## src/mwatch_defs.vh

```
// register offsets, field positions and reset values of the memory watch enable block
`ifndef MWATCH_DEFS_VH
`define MWATCH_DEFS_VH
`define EVENT_OFS 12'h100
`define IRQ_ENABLE_OFS 12'h300
`define IRQ_SET_OFS 12'h304
`define IRQ_CLEAR_OFS 12'h308
`define NMI_ENABLE_OFS 12'h320
`define NMI_SET_OFS 12'h324
`define NMI_CLEAR_OFS 12'h328
`define EVT_STATUS_OFS 12'h340
`define EVT_MASK_OFS 12'h344
`define ENABLE_RESET 32'h00000000
`define USED_BITS 32'h0f0000ff
`define AREA_LO 0
`define AREA_HI 7
`define PERIPH_LO 24
`define PERIPH_HI 27
`endif

```

## src/enable_bank.v

```verilog
// one enable set with direct, set-alias and clear-alias write paths
`timescale 1ns/10ps
module enable_bank (
    input wire core_clk, // clock
    input wire reset, // async reset, active high
    input wire writeDirect, // write to the direct register
    input wire writeSet, // write to the set alias
    input wire writeClear, // write to the clear alias
    input wire [31:0] writeData, // bus write data
    input wire [31:0] usedMask, // implemented bit positions
    output reg [31:0] enables // current enable state
);
    // unused positions forced to zero so they read back as zero
    always @(posedge core_clk or posedge reset) begin
        if (reset) begin
            enables <= 32'h00000000;
        end else if (writeDirect) begin
            enables <= writeData & usedMask;
        end else if (writeSet) begin
            enables <= (enables | writeData) & usedMask; // zeros leave bits alone
        end else if (writeClear) begin
            enables <= enables & ~writeData & usedMask; // zeros leave bits alone
        end
    end
endmodule

```

## src/memory_watch_irq_nmi_enables.v

```verilog
// interrupt and nmi enable logic of the memory watch unit, avalon-mm slave
// Notes on behaviour
// read/write nmi enable register, one bit per event, resets to zero
// set alias: writing 1 enables nmi routing for that event
// reading set or clear alias returns current enable state
// bits 0..7 are write then read events of areas 0 to 3
// bits 24..27 are write then read of peripheral areas; others read zero
// clear alias of nmi enables with the same layout
// writing 1 to a clear alias bit disables that enable
// event flags record region hits and source the irq and nmi requests
// zeros in set/clear writes change nothing; nmi while flag and enable set
//
// The Avalon-MM slave port was chosen for this implementation.
`timescale 1ns/10ps
`include "mwatch_defs.vh"
module memory_watch_irq_nmi_enables (
    input wire core_clk, // 25 MHz clock
    input wire reset, // async reset, active high
    input wire [11:0] address, // byte address
    input wire read, // avalon read
    input wire write, // avalon write
    input wire [3:0] byteenable, // byte lanes of a write
    input wire [31:0] writedata, // write data
    output reg [31:0] readdata, // read data
    output reg waitrequest, // high until the access is answered
    input wire [3:0] areaWriteHit, // write hits, areas 0..3, one-cycle pulses
    input wire [3:0] areaReadHit, // read hits, areas 0..3
    input wire [1:0] periphWriteHit, // write hits, peripheral areas 0..1
    input wire [1:0] periphReadHit, // read hits, peripheral areas 0..1
    output reg irqRequest, // maskable request, level
    output reg nmiRequest, // non-maskable request, level
    output reg statusIrq // level, sticky status set masked by evtMask
);
    wire [31:0] usedMask = `USED_BITS;
    wire [31:0] irqEnables;
    wire [31:0] nmiEnables;
    reg [31:0] eventFlags;
    reg [31:0] evtStatus;
    reg [31:0] evtMask;
    reg [31:0] hitVector;
    reg [31:0] evtClear;
    reg [31:0] next_readdata;
    reg [31:0] maskedData;
    reg busy;
    integer i;

    // bus accesses are taken with one wait cycle; answered the edge after
    wire access = (read | write) & ~busy;
    wire wrTake = write & busy;
    wire rdTake = read & busy;

    // byte lanes applied; disabled lanes are written as zero, so a direct write clears their bits
    always @* begin
        for (i = 0; i < 4; i = i + 1) begin
            maskedData[i*8 +: 8] = byteenable[i] ? writedata[i*8 +: 8] : 8'h00;
        end
    end

    // hit inputs assembled into the shared event layout
    always @* begin
        hitVector = 32'h00000000;
        for (i = 0; i < 4; i = i + 1) begin
            hitVector[2*i] = areaWriteHit[i];
            hitVector[2*i+1] = areaReadHit[i];
        end
        for (i = 0; i < 2; i = i + 1) begin
            hitVector[`PERIPH_LO+2*i] = periphWriteHit[i];
            hitVector[`PERIPH_LO+2*i+1] = periphReadHit[i];
        end
    end

    // event flag clear: writing 0 to an event word clears its flag
    always @* begin
        evtClear = 32'h00000000;
        for (i = 0; i < 4; i = i + 1) begin
            if (wrTake && address == `EVENT_OFS + 12'h008*i[11:0] && writedata[0] == 1'b0) begin
                evtClear[2*i] = 1'b1;
            end
            if (wrTake && address == `EVENT_OFS + 12'h008*i[11:0] + 12'h004 && writedata[0] == 1'b0) begin
                evtClear[2*i+1] = 1'b1;
            end
        end
        for (i = 0; i < 2; i = i + 1) begin
            if (wrTake && address == 12'h160 + 12'h008*i[11:0] && writedata[0] == 1'b0) begin
                evtClear[`PERIPH_LO+2*i] = 1'b1;
            end
            if (wrTake && address == 12'h164 + 12'h008*i[11:0] && writedata[0] == 1'b0) begin
                evtClear[`PERIPH_LO+2*i+1] = 1'b1;
            end
        end
    end

    // event flags: a hit in the clearing cycle wins over the clear
    always @(posedge core_clk or posedge reset) begin
        if (reset) begin
            eventFlags <= 32'h00000000;
        end else begin
            eventFlags <= ((eventFlags & ~evtClear) | hitVector) & usedMask;
        end
    end

    // irq enable set with its direct, set and clear addresses
    enable_bank irqBank (
        .core_clk(core_clk),
        .reset(reset),
        .writeDirect(wrTake && address == `IRQ_ENABLE_OFS),
        .writeSet(wrTake && address == `IRQ_SET_OFS),
        .writeClear(wrTake && address == `IRQ_CLEAR_OFS),
        .writeData(maskedData),
        .usedMask(usedMask),
        .enables(irqEnables)
    );

    // nmi routing enables, same layout and access style
    enable_bank nmiBank (
        .core_clk(core_clk),
        .reset(reset),
        .writeDirect(wrTake && address == `NMI_ENABLE_OFS),
        .writeSet(wrTake && address == `NMI_SET_OFS),
        .writeClear(wrTake && address == `NMI_CLEAR_OFS),
        .writeData(maskedData),
        .usedMask(usedMask),
        .enables(nmiEnables)
    );

    // sticky status of hits; read of status clears, a new hit wins
    always @(posedge core_clk or posedge reset) begin
        if (reset) begin
            evtStatus <= 32'h00000000;
            evtMask <= 32'h00000000;
        end else begin
            if (rdTake && address == `EVT_STATUS_OFS) begin
                evtStatus <= hitVector;
            end else begin
                evtStatus <= evtStatus | hitVector;
            end
            if (wrTake && address == `EVT_MASK_OFS) begin
                evtMask <= maskedData & usedMask;
            end
        end
    end

    // read mux; unmapped addresses read zero
    always @* begin
        next_readdata = 32'h00000000;
        case (address)
            `IRQ_ENABLE_OFS, `IRQ_SET_OFS, `IRQ_CLEAR_OFS: next_readdata = irqEnables;
            `NMI_ENABLE_OFS, `NMI_SET_OFS, `NMI_CLEAR_OFS: next_readdata = nmiEnables;
            `EVT_STATUS_OFS: next_readdata = evtStatus;
            `EVT_MASK_OFS: next_readdata = evtMask;
            default: begin
                for (i = 0; i < 4; i = i + 1) begin
                    if (address == `EVENT_OFS + 12'h008*i[11:0]) begin
                        next_readdata = {31'h00000000, eventFlags[2*i]};
                    end
                    if (address == `EVENT_OFS + 12'h008*i[11:0] + 12'h004) begin
                        next_readdata = {31'h00000000, eventFlags[2*i+1]};
                    end
                end
                for (i = 0; i < 2; i = i + 1) begin
                    if (address == 12'h160 + 12'h008*i[11:0]) begin
                        next_readdata = {31'h00000000, eventFlags[`PERIPH_LO+2*i]};
                    end
                    if (address == 12'h164 + 12'h008*i[11:0]) begin
                        next_readdata = {31'h00000000, eventFlags[`PERIPH_LO+2*i+1]};
                    end
                end
            end
        endcase
    end

    // bus handshake: waitrequest idles high, drops the edge after the request, rises one cycle later
    always @(posedge core_clk or posedge reset) begin
        if (reset) begin
            busy <= 1'b0;
            waitrequest <= 1'b1;
            readdata <= 32'h00000000;
        end else begin
            busy <= access;
            waitrequest <= ~access;
            if (access && read) begin
                readdata <= next_readdata;
            end
        end
    end

    // registered request outputs; one cycle behind flag and enable
    always @(posedge core_clk or posedge reset) begin
        if (reset) begin
            irqRequest <= 1'b0;
            nmiRequest <= 1'b0;
            statusIrq <= 1'b0;
        end else begin
            irqRequest <= |(eventFlags & irqEnables);
            nmiRequest <= |(eventFlags & nmiEnables);
            statusIrq <= |(evtStatus & evtMask);
        end
    end
endmodule

```

## config.mk

```make
export PLATFORM = sky130hd
export DESIGN_NAME = memory_watch_irq_nmi_enables
export DESIGN_NICKNAME = d
export VERILOG_FILES = /design/src/enable_bank.v /design/src/memory_watch_irq_nmi_enables.v
export VERILOG_INCLUDE_DIRS = /design/src
export SDC_FILE = /design/constraint.sdc
export NUM_CORES = 1
export LEC_CHECK = 0
export BUFFER_PORTS_ARGS = -buffer_cell sky130_fd_sc_hd__clkbuf_2
export CELL_PAD_IN_SITES_DETAIL_PLACEMENT = 1
export CELL_PAD_IN_SITES_GLOBAL_PLACEMENT = 1
export CORE_MARGIN = 4
export CORE_UTILIZATION = 40
export CTS_CLUSTER_DIAMETER = 50
export DETAILED_ROUTE_END_ITERATION = 6
export GPL_TIMING_DRIVEN = 0
export PLACE_DENSITY_LB_ADDON = 0.1
export SLEW_MARGIN = 40
export SYNTH_ARGS = -nofsm -noshare
export SYNTH_HDL_FRONTEND = slang
export SYNTH_SLANG_ARGS = --single-unit
```

## constraint.sdc

```tcl
create_clock -name core_clk -period 3.38 [get_ports core_clk]
set_clock_uncertainty 0.15 [all_clocks]
set_input_delay 0.169 -clock core_clk [delete_from_list [all_inputs] [get_ports core_clk]]
set_output_delay 0.169 -clock core_clk [all_outputs]
set_load 0.05 [all_outputs]
```

==> impl_metrics.csv <==
group,metric,value,unit
status,status,"finished, final reports clean",
critical_path,r2r_start,"busy",
placed_design,post_dp_cell_area,0.00467,mm^2
cts,cts_buffers,9,
critical_path,path_class,"primary input to register",
finish,post-route-util,51.7,%
detailed_routing,drt_first_pass_iters,4,
critical_path,path_max_fanout,10,
sta,hold_viol,0,
critical_path,cp_slowest_stage_delay,0.52,ns
global_route,grt_max_degree,61,
global_route,grt_usage,24.9,%
cts,clk_pin_slew,0.08,ns
floorplan,die-area,0.0119,mm^2
global_route,grt_pass1_wl,22000,um
sta,maxSlewHeadroom,42.9,%
yosys,yosys_warnings,0,
finish,drive_above_1_share,27.8,%
finish,layout_commonest_cell,"dfrtp_1",
cts,postCtsSetupRepairBufs,0,
cts,cts.sinks,78,
sta,drv_slew,0,
job,drv_cap,0,
yosys,synthAdderAreaFrac,0,%
detailed_routing,routed_wl,14100,um
yosys,netlist_instances,410,
sta,fin_crit,2.24,ns
global_route,grt_pass1_vias,3974,
global_route,grt-ovfl-total,0,
yosys,syn_nets,474,
detailed_routing,wl_per_cell,21.4,um
sta,setup_viol,0,
yosys,ys_seq_elements,78,
yosys,yosys.area_share.simple,16.2,%
yosys,synth-compound-area-share,28.4,%
floorplan,start_util,41.4,%
placed_design,dpl.hpwl,10900,um
detailed_routing,vias,3776,
yosys,synth-edff-count,0,
sta,rsz0062_at_grt,"false",
yosys,synthMuxAreaShare,0.735,%
cts,ctsHoldBuffers,24,
floorplan,die_h,109,um
finish,n_fill_cell,1171,
cts,root_buffer,"clkbuf_8",
yosys,synth_cell_type_count,50,
power_and_ir_drop,peakVddDrop,0.000177,V
finish,final_nets,585,
critical_path,critPathLaunch,"write",
yosys,synth_area_leader_cell,"dfrtp_1",
finish,design_area,0.00510,mm^2
yosys,synth_xor_area_share,0,%
global_route,antenna_found_initial,0,
yosys,post_synth.cell_area_avg,9.97,um^2
detailed_routing,routed_via_density,5.73,
finish,areaGrowthSynthToFinish,24.8,%
yosys,yosysTopAreaCellShare,47.1,%
floorplan,row_count,36,
sta,max_freq,446,MHz
detailed_routing,drtIter0Drc,358,
critical_path,cp.required,3.50,ns
detailed_routing,final_antenna_net_count,0,
cts,h-tree-depth,3,
min_path,hp-start,"writedata[7]",
cts,tritoncts,"yes",
cts,clockBufferDepth,2,
critical_path,path_cells,"dlygate4sd3_1 > clkbuf_2 > and2_0 > clkbuf_1 > nand3_1 > o21ai_0",
power_and_ir_drop,leakagePower,2.16,nW
yosys,ys.flop_type,"dfrtp_1",
finish,layout_common_cells,"dfrtp_1, clkbuf_2, nand2_1",
sta,tns,0,ns
sta,worst_slew_pin_slew,0.849,ns
floorplan,pin_count,100,
sta,period_share,66.4,%
yosys,synth_area,0.00409,mm^2
finish,n_antenna_cell,0,
critical_path,cp_data_arrival_time,2.37,ns
yosys,synthTopCellsByArea,"dfrtp_1, nand2_1, a21o_1",
floorplan,core,0.00986,mm^2
placed_design,io_buffers,75,
yosys,synth-seq-area-share,47.8,%
yosys,async_flop_share,100,%
cts,clk_latency,0.36,ns
critical_path,crit_path_end_kind,"register",
critical_path,crit_slowest_cell,"dlygate4sd3_1",
floorplan,die_x,109,um
detailed_routing,drc_errors,0,
power_and_ir_drop,power_density,349,mW/mm^2
min_path,min_path_type,"primary input to register",
yosys,synth_top_family_by_area,"compound AO/OA/AOI/OAI gates",
placed_design,gp_congestion,0.872,
cts,cts-resized-gates,0,
critical_path,startpoint_type,"primary input",
[through the flow]
stage	power (W)	std cells	hold WS, ns	setup slack [ns]
2_1_floorplan	0.00104	410	0.111	1.07
3_3_place_gp	0.00110	618	0.221	0.103
3_5_place_dp	0.00111	619	-0.0330	0.765
4_1_cts	0.00179	659	0.00538	1.13
5_1_grt	0.00185	659	0.0268	0.979
6_report	0.00178	659	0.0121	1.14
[area by class of cell]
type,instances,area [um^2],area share (%)
flip-flops and latches,78,1950,38.3
repair buffers,100,643,12.6
clock inverters,5,33.8,0.662
inverters,3,16.3,0.319
multi-input cells,285,1870,36.6
plain buffers,44,268,5.25
well taps,133,166,3.26
clock buffers,11,151,2.97
[registers in the layout (all words and copies together) (netlist names)]
name             count
busy                 1
eventFlags          12
evtMask             12
evtStatus           12
irqBank.enables     12
irqRequest           1
nmiBank.enables     12
nmiRequest           1
readdata            13
statusIrq            1
waitrequest          1
[worst paths after layout]
| path | end | slack (ns) | depth (start not counted) |
|---|---|---|---|
| max in group asynchronous | evtMask[26] | 2.41 | 4 |
| max reg2reg | irqBank.enables[1] | 1.18 | 4 |
| min in group asynchronous | evtMask[2] | 0.13 | 3 |
| max | irqBank.enables[1] | 1.14 | 6 |
| min | nmiBank.enables[7] | 0.01 | 3 |
| min reg2reg | readdata[4] | 0.36 | 1 |
[synth_stat cells, drive strengths merged (2+ instances only)]
| master | count |
|---|---|
| a31oi | 8 |
| nand2b | 3 |
| clkbuf | 13 |
| a32o | 4 |
| nor2 | 15 |
| o22ai | 2 |
| o31ai | 9 |
| o211ai | 8 |
| nor4b | 4 |
| a221oi | 9 |
| or2 | 3 |
| o21ai | 42 |
| a22oi | 22 |
| or4 | 5 |
| nand3 | 13 |
| or4b | 2 |
| dfrtp | 77 |
| nand2 | 57 |
| nor4 | 10 |
| a22o | 20 |
| a21oi | 5 |
| a211oi | 4 |
| nor3 | 3 |
| a21o | 24 |
| mux2i | 3 |
| and2 | 3 |
| buf | 31 |
| inv | 3 |
[routing by layer]
| layer | global-route usage (%) | share of wire (%) | up-vias |
|---|---|---|---|
| met5 | 0 | 0 | - |
| met1 | 32.8 | 43 | 1886 |
| li1 | - | - | 1750 |
| met2 | 40.8 | 48 | 109 |
| met3 | 3.67 | 5.8 | 31 |
| met4 | 10.8 | 2.7 | 0 |
[critical path: cells and delay by family]
family | cells | cell delay [ns]
compound gates | 1 | 0.29
buf+inv | 3 | 1.07
simple gates | 2 | 0.83
[power by group]
part | switching [W] | internal, W | total, W | leakage [nW]
Clock | 0.000363 | 0.000305 | 0.000668 | 0.0913
Sequential | 0.00000273 | 0.000937 | 0.000940 | 0.959
Combinational | 0.000110 | 0.0000618 | 0.000171 | 1.11
Total | 0.000475 | 0.00130 | 0.00178 | 2.16
[cell families (layout without fill, tap and decap cells)]
kind of cell	after synthesis	count (layout)
multiplexers	3	3
buffers and inverters	47	163
flip-flops	78	78
AO/OA/AOI/OAI	159	159
AND/OR/NAND/NOR	123	123
No activity file was read; power rests on OpenSTA's default activity.
